**config.mk**
```make
export PLATFORM = sky130hd
export DESIGN_NAME = dsp_accum
export DESIGN_NICKNAME = d
export VERILOG_FILES = /design/src/logic/dsp_pkg.sv /design/src/logic/barrel_shift72.sv /design/src/logic/acc_round.sv /design/src/logic/dsp_accum.sv
export VERILOG_INCLUDE_DIRS = /design/src /design/src/logic
export SDC_FILE = /design/constraint.sdc
export NUM_CORES = 2
export LEC_CHECK = 0
export BUFFER_PORTS_ARGS = -buffer_cell sky130_fd_sc_hd__buf_2
export CAP_MARGIN = 25
export CORE_UTILIZATION = 40
export DETAILED_ROUTE_END_ITERATION = 6
export PLACE_DENSITY = 0.57
export SLEW_MARGIN = 5
export SYNTH_ARGS = -nofsm -noshare
export SYNTH_HDL_FRONTEND = slang
export SYNTH_SLANG_ARGS = --single-unit
```
**constraint.sdc**
```tcl
create_clock -name core_clk -period 20 [get_ports core_clk]
set_input_delay 3 -clock core_clk [delete_from_list [all_inputs] [get_ports core_clk]]
set_output_delay 3 -clock core_clk [all_outputs]
set_load 0.01 [all_outputs]
```
**src/logic/dsp_consts.svh**
```systemverilog
// Constants for the accumulator datapath: offsets, bit positions, resets
// ----------------------------------------------------------------------
// Operation
// - 73-bit adder uses selected accumulator both ends
// - Subtract and negate ops invert one operand
// - Guard overflow flags rewritten every pass
// - Summary bits OR flags; clearing clears both
// - Clamped flags sticky, software may set
// - Without saturation clamped flag marks catastrophe
// - Guard overflow traps only when enabled
// - Catastrophic overflow traps when enabled, unsaturated
// - Trap occurrences recorded in error bits
// - Wide mode clamps to 9.63 limits
// - Narrow mode clamps beyond bit 63
// - Clamp disabled lets accumulator wrap
// - Only DSP accumulator writes update flags
// - Store clamp enable resets on, source untouched
// - Store: shift, optional round, then saturate
// - Write-back of rounded other accumulator to register
// - Indirect write-back then pointer steps 2/4
// - Style bit picks rounding; conventional adds bit31 in long mode, bit47 in word mode
// - Convergent rounding ties check upper lsb
// - Write-back always rounded and saturated
// - Signed barrel shift, right positive, left negative
// - Shift beyond 32 traps, target unwritten
// - Two split 72-bit accumulators, not mapped
// - Fractional mode doubles product, lsb cleared
// ----------------------------------------------------------------------
`ifndef DSP_CONSTS_SVH
`define DSP_CONSTS_SVH
`define OFS_CORE_CONFIG  3'h0
`define OFS_CPU_FLAGS    3'h1
`define OFS_TRAP_CONTROL 3'h2
`define OFS_WB_POINTER   3'h3
`define OFS_STACK_PTR    3'h4
`define CFG_FRAC         0
`define CFG_ROUND_STYLE  1
`define CFG_CLAMP_WIDTH  4
`define CFG_STORE_CLAMP  5
`define CFG_CLAMP_EN_B   6
`define CFG_CLAMP_EN_A   7
`define CFG_RESET        32'h0000_0021
`define FL_GUARD_A       15
`define FL_GUARD_B       14
`define FL_CLAMP_A       13
`define FL_CLAMP_B       12
`define FL_EITHER_GUARD  11
`define FL_EITHER_CLAMP  10
`define TC_EN_GUARD_A    21
`define TC_EN_GUARD_B    20
`define TC_EN_CATAS      19
`define TC_ERR_GUARD_A   5
`define TC_ERR_GUARD_B   4
`define TC_ERR_CATAS_A   3
`define TC_ERR_CATAS_B   2
`define TC_ERR_SHIFT     1
`define SHIFT_LIMIT      7'sd32
`define MAX_963          72'h7F_FFFF_FFFF_FFFF_FFFF
`define MIN_963          72'h80_0000_0000_0000_0000
`define MAX_163          72'h00_7FFF_FFFF_FFFF_FFFF
`define MIN_163          72'hFF_8000_0000_0000_0000
`endif

```
**src/logic/dsp_pkg.sv**
```systemverilog
// Types shared by the accumulator datapath files
package dsp_pkg;
  typedef enum logic [3:0] {
    OP_NOP       = 4'h0,
    OP_MAC       = 4'h1,
    OP_MSC       = 4'h2,
    OP_MPY       = 4'h3,
    OP_MULT_NEGATE_OP      = 4'h4,
    OP_ADD_ACC   = 4'h5,
    OP_LOAD_ACC  = 4'h6,
    OP_SHIFT_ACC = 4'h7,
    OP_STORE     = 4'h8,
    OP_STORE_RND = 4'h9,
    OP_INT_WRITE = 4'hA
  } op_e;
  typedef struct packed {
    op_e               op;
    logic              acc_b;
    logic              word;
    logic [63:0]       prod;
    logic              prod_unsigned;
    logic [71:0]       operand;
    logic signed [6:0] shamt;
    logic              wb_en;
    logic              wb_indirect;
    logic              wb_use_sp;
    logic [2:0]        wb_reg;
  } cmd_s;
  typedef struct packed {
    logic        valid;
    logic [31:0] data;
    logic [31:0] addr;
    logic [2:0]  reg_idx;
  } wr_s;
endpackage : dsp_pkg

```
**src/logic/barrel_shift72.sv**
```systemverilog
// Signed-amount 72-bit barrel shifter
`timescale 1ns/10ps
module barrel_shift72 (
  input  wire logic [71:0]       din,
  input  wire logic signed [6:0] amount,
  output logic [71:0]            dout72,
  output logic [31:0]            dout32
);
  // Positive shifts right arithmetically, negative shifts left
  wire logic [6:0]  mag   = amount[6] ? 7'(-amount) : amount;
  wire logic [71:0] right = 72'($signed(din) >>> mag);
  wire logic [71:0] left  = din << mag;
  assign dout72 = amount[6] ? left : right;
  assign dout32 = dout72[31:0];
endmodule : barrel_shift72

```
**src/logic/acc_round.sv**
```systemverilog
// Conventional or convergent rounding of an accumulator value
`timescale 1ns/10ps
module acc_round (
  input  wire logic [71:0] din,
  input  wire logic        word,
  input  wire logic        convergent,
  output logic [71:0]      dout
);
  // Long mode rounds at bit 31; word mode one word higher
  wire logic half = word ? din[47] : din[31];
  wire logic tie  = word ? (din[47:0] == 48'h8000_0000_0000)
                         : (din[31:0] == 32'h8000_0000);
  wire logic lsb  = word ? din[48] : din[32];
  // Exact ties round to even only in convergent style
  wire logic inc  = half & (~convergent | ~tie | lsb);
  wire logic [71:0] step = word ? 72'h00_0001_0000_0000_0000
                                : 72'h00_0000_0001_0000_0000;
  assign dout = din + (inc ? step : 72'h0);
endmodule : acc_round

```
**src/logic/dsp_accum.sv**
```systemverilog
// Accumulator adder, saturation, store, write-back and trap logic
`timescale 1ns/10ps
`include "dsp_consts.svh"
module dsp_accum (
  input  wire logic          core_clk,
  input  wire logic          rst_n,
  input  wire logic [2:0]    avs_address,
  input  wire logic          avs_read,
  input  wire logic          avs_write,
  input  wire logic [31:0]   avs_writedata,
  output logic [31:0]        avs_readdata,
  output logic               avs_waitrequest,
  input  wire dsp_pkg::cmd_s cmd,
  output dsp_pkg::wr_s       store_out,
  output dsp_pkg::wr_s       wb_reg_out,
  output dsp_pkg::wr_s       wb_mem_out,
  output logic               trap_req
);
  // ------------------------------------------------------------
  // Storage
  // ------------------------------------------------------------
  logic [71:0] acc_a_r, acc_b_r;  // Split views are [31:0] [63:32] [71:64]
  logic [31:0] cfg_r, tc_r, wbp_r, sp_r, rdata_r;
  logic [5:0]  fl_r;              // Guard A,B, clamped A,B
  logic        wait_r, trap_r;
  dsp_pkg::wr_s st_r, wr_r, wm_r;

  // Saturate a rounded value to 1.15 or 1.31 when enabled
  function automatic logic [31:0] sat_out(input logic [71:0] v,
                                          input logic word,
                                          input logic en);
    logic ovf;
    ovf = en & ~((&v[71:63]) | ~(|v[71:63]));
    if (ovf)
      sat_out = word ? (v[71] ? 32'h0000_8000 : 32'h0000_7FFF)
                     : (v[71] ? 32'h8000_0000 : 32'h7FFF_FFFF);
    else
      sat_out = word ? {16'h0000, v[63:48]} : v[63:32];
  endfunction : sat_out

  // ------------------------------------------------------------
  // Command decode
  // ------------------------------------------------------------
  wire dsp_pkg::op_e op = cmd.op;
  wire logic is_mul  = (op == dsp_pkg::OP_MAC) | (op == dsp_pkg::OP_MSC) |
                       (op == dsp_pkg::OP_MPY) | (op == dsp_pkg::OP_MULT_NEGATE_OP);
  wire logic is_acc  = (op == dsp_pkg::OP_MAC) | (op == dsp_pkg::OP_MSC) |
                       (op == dsp_pkg::OP_ADD_ACC);
  wire logic is_ld   = (op == dsp_pkg::OP_ADD_ACC) |
                       (op == dsp_pkg::OP_LOAD_ACC);
  wire logic is_neg  = (op == dsp_pkg::OP_MSC) | (op == dsp_pkg::OP_MULT_NEGATE_OP);
  wire logic is_sft  = (op == dsp_pkg::OP_SHIFT_ACC);
  wire logic is_st   = (op == dsp_pkg::OP_STORE) |
                       (op == dsp_pkg::OP_STORE_RND);
  wire logic is_int  = (op == dsp_pkg::OP_INT_WRITE);
  wire logic sft_bad = is_sft & ((cmd.shamt > `SHIFT_LIMIT) |
                                 (cmd.shamt < -`SHIFT_LIMIT));
  // Only DSP accumulator writes go through the flag logic
  wire logic dsp_wr  = is_mul | is_ld | (is_sft & ~sft_bad);
  wire logic [71:0] tgt   = cmd.acc_b ? acc_b_r : acc_a_r;
  wire logic [71:0] other = cmd.acc_b ? acc_a_r : acc_b_r;

  // ------------------------------------------------------------
  // Shifters and rounders
  // ------------------------------------------------------------
  logic [71:0] sh_ld, sh_tgt, rnd_st, rnd_wb;
  barrel_shift72 u_sh_ld (
    .din    (cmd.operand),
    .amount (cmd.shamt),
    .dout72 (sh_ld),
    .dout32 ()
  );
  barrel_shift72 u_sh_tgt (
    .din    (tgt),
    .amount (cmd.shamt),
    .dout72 (sh_tgt),
    .dout32 ()
  );
  acc_round u_rnd_st (
    .din        (sh_tgt),
    .word       (cmd.word),
    .convergent (cfg_r[`CFG_ROUND_STYLE]),
    .dout       (rnd_st)
  );
  acc_round u_rnd_wb (
    .din        (other),
    .word       (cmd.word),
    .convergent (cfg_r[`CFG_ROUND_STYLE]),
    .dout       (rnd_wb)
  );

  // ------------------------------------------------------------
  // Adder operands and 73-bit sum
  // ------------------------------------------------------------
  // Product is sign or zero extended, doubled in fractional mode
  wire logic [71:0] prod_x = {{8{cmd.prod[63] & ~cmd.prod_unsigned}},
                              cmd.prod};
  wire logic [71:0] prod_f = cfg_r[`CFG_FRAC] ? {prod_x[70:0], 1'b0}
                                              : prod_x;
  wire logic [71:0] opb  = is_mul ? prod_f : (is_sft ? sh_tgt : sh_ld);
  wire logic [71:0] opa  = (is_acc) ? tgt : 72'h0;
  // Negation happens in the adder; stored sources stay as they are
  wire logic [72:0] opbn = is_neg ? 73'(-{opb[71], opb})
                                  : {opb[71], opb};
  wire logic [72:0] sum  = {opa[71], opa} + opbn;
  wire logic [71:0] res  = sum[71:0];

  // ------------------------------------------------------------
  // Overflow and saturation
  // ------------------------------------------------------------
  wire logic clamp_en = cmd.acc_b ? cfg_r[`CFG_CLAMP_EN_B]
                                  : cfg_r[`CFG_CLAMP_EN_A];
  wire logic wide     = cfg_r[`CFG_CLAMP_WIDTH];
  // Guard bits in use when bits 71..63 disagree
  wire logic guard_ov = ~((&res[71:63]) | ~(|res[71:63]));
  wire logic ov71     = sum[72] ^ sum[71];
  wire logic ov63     = ov71 | guard_ov;
  wire logic sat_hit  = clamp_en & (wide ? ov71 : ov63);
  wire logic catas    = ~clamp_en & ov71;
  wire logic [71:0] sat_val =
    wide ? (sum[72] ? `MIN_963 : `MAX_963)
         : (sum[72] ? `MIN_163 : `MAX_163);
  // With clamp off the sum wraps through bit 71
  wire logic [71:0] acc_nxt = sat_hit ? sat_val : res;
  wire logic g_ev   = dsp_wr & guard_ov;
  wire logic c_ev   = dsp_wr & (sat_hit | catas);
  wire logic g_a    = g_ev & ~cmd.acc_b;
  wire logic g_b    = g_ev & cmd.acc_b;
  wire logic c_a    = c_ev & ~cmd.acc_b;
  wire logic c_b    = c_ev & cmd.acc_b;
  wire logic k_a    = dsp_wr & catas & ~cmd.acc_b;
  wire logic k_b    = dsp_wr & catas & cmd.acc_b;
  wire logic trap_g = (g_a & tc_r[`TC_EN_GUARD_A]) |
                      (g_b & tc_r[`TC_EN_GUARD_B]);
  wire logic trap_k = (k_a | k_b) & tc_r[`TC_EN_CATAS];

  // ------------------------------------------------------------
  // Bus decode
  // ------------------------------------------------------------
  wire logic rd_go = avs_read & wait_r;
  wire logic wr_go = avs_write & ~wait_r;
  wire logic w_cfg = wr_go & (avs_address == `OFS_CORE_CONFIG);
  wire logic w_fl  = wr_go & (avs_address == `OFS_CPU_FLAGS);
  wire logic w_tc  = wr_go & (avs_address == `OFS_TRAP_CONTROL);
  wire logic w_wbp = wr_go & (avs_address == `OFS_WB_POINTER);
  wire logic w_sp  = wr_go & (avs_address == `OFS_STACK_PTR);
  wire logic [31:0] fl_view = {16'h0, fl_r[5:2], |fl_r[5:4], |fl_r[3:2],
                               10'h0};
  wire logic [31:0] rd_mux =
    (avs_address == `OFS_CORE_CONFIG)  ? cfg_r :
    (avs_address == `OFS_CPU_FLAGS)    ? fl_view :
    (avs_address == `OFS_TRAP_CONTROL) ? tc_r :
    (avs_address == `OFS_WB_POINTER)   ? wbp_r :
    (avs_address == `OFS_STACK_PTR)    ? sp_r : 32'h0;

  // Software image of the flags; summary zero clears both halves
  wire logic [31:0] wd = avs_writedata;
  wire logic [5:0]  fl_sw = {wd[`FL_GUARD_A]  & wd[`FL_EITHER_GUARD],
                             wd[`FL_GUARD_B]  & wd[`FL_EITHER_GUARD],
                             wd[`FL_CLAMP_A]  & wd[`FL_EITHER_CLAMP],
                             wd[`FL_CLAMP_B]  & wd[`FL_EITHER_CLAMP],
                             2'h0};
  wire logic [5:0] fl_base = w_fl ? fl_sw : fl_r;
  // Guards are rewritten per pass; clamped flags set and stick
  wire logic [5:0] fl_nxt = {dsp_wr ? {g_a, g_b} : fl_base[5:4],
                             fl_base[3:2] | {c_a, c_b},
                             2'h0};
  wire logic [4:0] err_set = {g_a & tc_r[`TC_EN_GUARD_A],
                              g_b & tc_r[`TC_EN_GUARD_B],
                              k_a & tc_r[`TC_EN_CATAS],
                              k_b & tc_r[`TC_EN_CATAS], sft_bad};
  wire logic [4:0] err_old = w_tc ? wd[5:1] : tc_r[5:1];
  // Hardware set wins over a software clear in the same cycle
  wire logic [31:0] tc_nxt = {10'h0, (w_tc ? wd[21:19] : tc_r[21:19]),
                              13'h0, err_old | err_set, 1'b0};

  // ------------------------------------------------------------
  // Store and write-back data
  // ------------------------------------------------------------
  wire logic [71:0] st_src = (op == dsp_pkg::OP_STORE_RND) ? rnd_st
                                                           : sh_tgt;
  wire logic [31:0] st_dat = sat_out(st_src, cmd.word,
                                     cfg_r[`CFG_STORE_CLAMP]);
  // Write-back is always rounded and always saturated
  wire logic [31:0] wb_dat = sat_out(rnd_wb, cmd.word, 1'b1);
  wire logic wb_go  = cmd.wb_en & ((op == dsp_pkg::OP_MAC) |
                                   (op == dsp_pkg::OP_MSC));
  wire logic wb_dir = wb_go & ~cmd.wb_indirect;
  wire logic wb_ind = wb_go & cmd.wb_indirect;
  wire logic [31:0] ptr_step = cmd.word ? 32'h2 : 32'h4;
  wire logic [31:0] wb_addr  = cmd.wb_use_sp ? sp_r : wbp_r;
  wire logic dir_wbp = wb_dir & (cmd.wb_reg == 3'h4);
  wire logic [31:0] wbp_nxt =
    (wb_ind & ~cmd.wb_use_sp) ? wbp_r + ptr_step :
    dir_wbp ? wb_dat : (w_wbp ? wd : wbp_r);
  wire logic [31:0] sp_nxt =
    (wb_ind & cmd.wb_use_sp) ? sp_r + ptr_step : (w_sp ? wd : sp_r);

  // ------------------------------------------------------------
  // Accumulator commit; integer writes bypass the flag logic
  // ------------------------------------------------------------
  wire logic wr_a = (dsp_wr | is_int) & ~cmd.acc_b;
  wire logic wr_b = (dsp_wr | is_int) & cmd.acc_b;
  wire logic [71:0] acc_val = is_int ? cmd.operand : acc_nxt;

  // Accumulators and pointers; stores never touch them
  always_ff @(posedge core_clk) begin
    if (!rst_n) begin
      acc_a_r <= 72'h0;
      acc_b_r <= 72'h0;
      wbp_r   <= 32'h0;
      sp_r    <= 32'h0;
    end else begin
      if (wr_a) acc_a_r <= acc_val;
      if (wr_b) acc_b_r <= acc_val;
      wbp_r <= wbp_nxt;
      sp_r  <= sp_nxt;
    end
  end

  // Flags, error record and trap commit with the result
  always_ff @(posedge core_clk) begin
    if (!rst_n) begin
      fl_r   <= 6'h0;
      tc_r   <= 32'h0;
      trap_r <= 1'b0;
    end else begin
      fl_r   <= fl_nxt;
      tc_r   <= tc_nxt;
      trap_r <= trap_g | trap_k | sft_bad;
    end
  end

  // Configuration; store clamp enabled out of reset
  always_ff @(posedge core_clk) begin
    if (!rst_n) cfg_r <= `CFG_RESET;
    else if (w_cfg) cfg_r <= wd & 32'h0000_00F3;
  end

  // Bus slave answers one cycle after the request is seen
  always_ff @(posedge core_clk) begin
    if (!rst_n) begin
      wait_r  <= 1'b1;
      rdata_r <= 32'h0;
    end else begin
      wait_r  <= ~((avs_read | avs_write) & wait_r);
      if (rd_go) rdata_r <= rd_mux;
    end
  end

  // Result strobes last one cycle
  always_ff @(posedge core_clk) begin
    if (!rst_n) begin
      st_r <= '0;
      wr_r <= '0;
      wm_r <= '0;
    end else begin
      st_r <= '{is_st, st_dat, 32'h0, 3'h0};
      wr_r <= '{wb_dir, wb_dat, 32'h0, cmd.wb_reg};
      wm_r <= '{wb_ind, wb_dat, wb_addr, 3'h0};
    end
  end

  assign avs_readdata    = rdata_r;
  assign avs_waitrequest = wait_r;
  assign store_out       = st_r;
  assign wb_reg_out      = wr_r;
  assign wb_mem_out      = wm_r;
  assign trap_req        = trap_r;
endmodule : dsp_accum

```
# == Yosys cells after proc, flatten, opt, wreduce, memory -nomap -nowiden ==
# Index checks and enable logic that the tools add are counted.
# word_totals
output_inout_bits,238
in_bits,195
reg_bits,458
# op_classes
bitwise,86
shift,4
mux,52
n_lt_le_gt_ge,2
reduce_logical,12
eq_ne,19
add_sub_neg,7
# op_table
op,count
$mux 72,15
$mux 32,19
$add 72x72->72,2
$shl 72x7->72,2
$sshr 72x7->72,2
$eq 48x48->1 const B,2
$add 73x73->73,1
$mux 73,1
$neg 73->73,1
$mux 65,1
$add 32x3->32,2
$eq 32x32->1 const B,2
$mux 49,1
$and 1x1->1,42
$mux 16,2
$reduce_and 9->1,3
$reduce_or 9->1,3
$or 1x1->1,25
$eq 4x3->1 const B,4
$not 1->1,16
$eq 4x4->1 const B,3
$eq 4x2->1 const B,2
$mux 1,8
$gt 7x7->1 const B,1
18 further kinds,22

# == Depth between registers and ports, before layout ==
# depth
depth_word,20
ltp_mapped,53
mapped_depth_nobuf,37

# == By module ==
# A second synthesis with hierarchy kept.
# unflattened
cells_unflattened,6724
area_unflattened_um2,52058.7
# by_module_without_submodules
mod,area_per_inst_um2,cells_each,n_inst,seq_area_each_um2
dsp_accum,29738.5,3986,1,7247.0
barrel_shift72,9965.8,1201,2,0.0
acc_round (u_rnd_wb),1199.9,168,1,0.0
acc_round (u_rnd_st),1188.6,168,1,0.0

# == Worst setup path before layout ==
# No wires, ideal clock.
# synth_path
path_kind,input-to-reg
from,in cmd[6] (netlist bit)
to,reg acc_a_r[11]
cell_stages,50
setup_ns,0.128
path_slack_ns,6.402
arrival_ns,13.470
path_buffers,14
cell_sequence,buf_6 -> buf_8 -> buf_6 -> buf_6 -> buf_4 -> inv_1 -> clkbuf_1 -> ha_1 -> mux2i_1 -> buf_2 -> buf_4 -> buf_4 -> buf_2 -> buf_2 -> buf_2 -> mux2i_1 -> mux4_2 -> mux2i_1 -> [... 14 more ...] -> ha_1 -> clkbuf_1 -> a21oi_1 -> o21bai_1 -> a21o_1 -> a21o_1 -> a21oi_1 -> o221ai_1 -> a221o_1 -> a31o_2 -> a211oi_1 -> nor4_1 -> a211oi_1 -> o221ai_2 -> nand2b_1 -> nand2_1 -> clkbuf_1 -> o21ai_0
# synth_between
elab_chain_cells,18
# synth_lines
element,line_no,rtl
from (decl),dsp_accum.sv:13,"input wire dsp_pkg::cmd_s cmd,"
$neg 7->7,barrel_shift72.sv:10,wire logic [6:0] mag = amount[6] ? 7'(-amount) : amount;
$mux 7,barrel_shift72.sv:10,
$sshr 72x7->72 or $shl 72x7->72 (tied branches),"barrel_shift72.sv:11, barrel_shift72.sv:12",
$mux 72,barrel_shift72.sv:13,assign dout72 = amount[6] ? left : right;
$mux 72 (2 in series),dsp_accum.sv:100,wire logic [71:0] opb = is_mul ? prod_f : (is_sft ? sh_tgt : sh_ld);
$neg 73->73,dsp_accum.sv:103,"wire logic [72:0] opbn = is_neg ? 73'(-{opb[71], opb})"
$mux 73,dsp_accum.sv:103,
$add 73x73->73,dsp_accum.sv:105,"wire logic [72:0] sum = {opa[71], opa} + opbn;"
$reduce_or 9->1,dsp_accum.sv:115,wire logic guard_ov = ~((&res[71:63]) | ~(|res[71:63]));
$not 1->1,dsp_accum.sv:115,
$or 1x1->1,dsp_accum.sv:115,
$not 1->1,dsp_accum.sv:115,
$or 1x1->1,dsp_accum.sv:117,wire logic ov63 = ov71 | guard_ov;
$mux 1,dsp_accum.sv:118,wire logic sat_hit = clamp_en & (wide ? ov71 : ov63);
$and 1x1->1,dsp_accum.sv:118,
$mux 72,dsp_accum.sv:124,wire logic [71:0] acc_nxt = sat_hit ? sat_val : res;
$mux 72,dsp_accum.sv:204,wire logic [71:0] acc_val = is_int ? cmd.operand : acc_nxt;
to (signal assigned),dsp_accum.sv:214,if (wr_a) acc_a_r <= acc_val;
to (decl),dsp_accum.sv:22,"logic [71:0] acc_a_r, acc_b_r;"
# Several ways; a longest one is shown, not always the timed one.
# A chain may end at the register's enable or synchronous reset.

# == Worst setup path in the final report ==
# layout_path
from,in cmd[6] (netlist bit)
to,reg acc_a_r[61]
# Same word-level chain as after synthesis.

==> results.json <==
{
  "outcome": "complete, but fails checks",
  "violations": "design-rule violations",
  "r2r_slack_ps": 7560,
  "rr_worst_depth": 33,
  "slew_headroom_pct": 5.97,
  "synth-async-reset-ratio_pct": 0,
  "core-area_mm2": 0.126,
  "final_hold_viol_count": 0,
  "yosysSeqAreaShare_pct": 14.2,
  "start_util_pct": 40.4,
  "leakage_nw": 22.8,
  "vdd_ir_drop_max_mv": 0.0553,
  "yosys.cell_types.count": 120,
  "yosys_register_bits": 362,
  "slew_viol_final": 0,
  "grt.overflow.total": 0,
  "critPathSlowestCell": "a31oi_1",
  "final.setup.tns_ps": 0,
  "syn_area_mm2": 0.0509,
  "cts.sinks": 362,
  "cts_setup_buffers": 0,
  "num_vias": 62666,
  "cts_made_buffers": 43,
  "drtIter0Drc": 10856,
  "wl_met2_um": 145000,
  "hpwl_um": 288000,
  "cts_tree": "yes",
  "tightestPinTransition_ps": 1400,
  "synth_most_common_cell": "mux2i_1",
  "synth_top_area_share_pct": 16.0,
  "globalplace.congestion": 1.23,
  "min_path_cells": 1,
  "drt-pass1-iter-count": 7,
  "drc_errors": 1,
  "post_cts_resized": 0,
  "rsz0062_at_grt": "false",
  "layout-drive-gt1-share_pct": 19.2,
  "routed.top_layer": "met5",
  "layout.nets": 6793,
  "viasPerCell": 7.63,
  "worstPathArrival_ps": 16870,
  "p_total_mw": 4.11,
  "portBuffers": 362,
  "wl_met1_um": 131000,
  "die_area_mm2": 0.129,
  "p_per_area_mw_per_mm2": 73.9,
  "finalCritPeriodShare_pct": 81.6,
  "critPathMaxFanout": 54,
  "clk_latency_ps": 660,
  "io_pins": 433,
  "start_kind": "primary input",
  "postSynthCellCount": 6393,
  "setup_viol": 0,
  "grt_first_pass_wirelength_um": 490000,
  "crit_type": "in -> reg",
  "syn2layout_area_growth_pct": 9.19,
  "met3_length_um": 55700,
  "critPathRequiredTime_ps": 20540,
  "end_kind": "flip-flop",
  "cts-root-buf": "clkbuf_16",
  "cts_max_level": 2,
  "routedWlPerCell_um": 45.1,
  "yosys-top-cells-count": "814 x mux2i_1, 576 x nor2_1, 545 x nand2_1, 397 x a21oi_1, 362 x dfxtp_1",
  "cap_violations": 0,
  "wl_um": 370000,
  "antenna_found_initial": 50,
  "ant_nets": 0,
  "rows": 130,
  "synth_ff_type": "dfxtp_1",
  "worstHoldStart": "avs_waitrequest",
  "syn_area_per_cell_um2": 7.96,
  "die_w_um": 359,
  "grt_max_degree": 145,
  "max_freq_mhz": 61.2,
  "max_stage_delay_ps": 950,
  "placed_area_mm2": 0.0538,
  "fin_worst_skew_ps": 38.4,
  "synth_area_leader_cell": "mux2i_1",
  "clockBufferDepth": 3,
  "reg2reg_from": "acc_b_r[14]",
  "clk_pin_slew_ps": 60,
  "synth_edf_count": 0,
  "finalCriticalPeriod_ps": 16330,
  "grt_util_all_layers_pct": 55.3,
  "grt_pass1_vias": 56342,
  "utilization_pct": 44.1,
  "cts_hold_buf": 0,
  "holdPathEnd": "avs_waitrequest",
  "holdCritPathClass": "reg -> reg",
  "r2r-end": "acc_a_r[61]",
  "postLayoutCellArea_mm2": 0.0556,
  "ys_warn_count": 0,
  "die_h_um": 359,
  "synth_area_leaders": "mux2i_1 16%, dfxtp_1 14%, mux4_2 7.9%"
}
## power by group
part | leakage [nW] | switching, mW | internal (mW) | total [mW]
combinational | 19.2 | 1.70 | 0.708 | 2.41
clock | 0.696 | 0.367 | 0.465 | 0.832
sequential | 2.96 | 0.0935 | 0.776 | 0.870
## worst max-delay path: cells and delay by family
kind	cells	cell delay, ps
fa+ha+maj	1	420
mux	4	2000
buf+inv	6	2530
xor+xnor	1	310
simple gates	9	4230
compound gates	14	4180
## state kept, by name (all words and copies together) (netlist names)
| signal | cells |
|---|---|
| acc_a_r | 72 |
| acc_b_r | 72 |
| wb_mem_out | 65 |
| store_out | 33 |
| avs_readdata | 32 |
| sp_r | 32 |
| wbp_r | 32 |
| tc_r | 8 |
| cfg_r | 6 |
| fl_r | 4 |
| wb_reg_out | 4 |
| avs_waitrequest | 1 |
| trap_req | 1 |
## cell type report
class	instances	area, um^2
sequential	362	7250
tap	1650	2060
timing repair buffer	634	4010
fill	12867	70300
antenna	37	92.6
clock inverter	19	235
multi-input combinational	5391	40400
clock buffer	60	1230
inverter	64	245
## stage by stage
stage                     instances  worst slack [ps]  hold WS (ps)
after global placement         8064              3290           426
after CTS                      8159              4180           456
final                          8217              3670           451
after floorplan                6462              6400           450
after global routing           8181              3370           484
after detailed placement       8080              3580           442
## per-layer routing
layer / up-vias / GRT usage [%]
li1: 24591 / -
met5: - / 1.37
met2: 6118 / 76.8
met1: 30112 / 62.5
met3: 1819 / 28.5
met4: 26 / 45.7
## worst max-delay path by stage
stage,from,end,slack [ps]
floorplan,cmd[6],acc_a_r[11],6400
global placement,cmd[6],acc_a_r[15],3290
detailed placement,cmd[6],acc_a_r[25],3580
CTS,cmd[6],acc_b_r[31],4180
global route,cmd[6],acc_a_r[40],3370
finish,cmd[6],acc_a_r[61],3670
## kinds of logic (layout without fill, tap and decap cells)
kind of cell / count (synthesis) / count (layout) / synth area share [%]
buffers and inverters: 709 / 777 / 7.43
XOR/XNOR: 198 / 198 / 3.47
adder cells (fa/ha/maj): 102 / 102 / 2.55
AND/OR/NAND/NOR: 1930 / 1930 / 18.0
flip-flops: 362 / 362 / 14.2
other: 1 / 107 / 0.00737
multiplexers: 1226 / 1226 / 29.1
AO/OA/AOI/OAI: 1865 / 1865 / 25.3
## placed cells by master, fill, tap and decap left out, types with 61 or more instances in the layout
cell,Yosys,final
a211oi_1,97,96
a21o_1,78,77
a21oi_1,397,396
a221oi_1,76,75
a22o_1,78,78
a31oi_1,100,100
and2_1,62,61
and3_1,67,67
buf_2,105,364
buf_4,161,248
conb_1,1,70
dfxtp_1,362,361
ha_1,99,99
inv_1,63,62
mux2_2,221,221
mux2i_1,814,811
mux4_2,178,178
nand2_1,545,542
nand3_1,181,178
nand4_1,75,75
nor2_1,576,559
nor3_1,141,133
o211ai_1,68,68
o21ai_0,319,317
o22ai_1,107,107
xnor2_1,114,114
xor2_1,80,79
No activity file was read; power rests on OpenSTA's default activity.
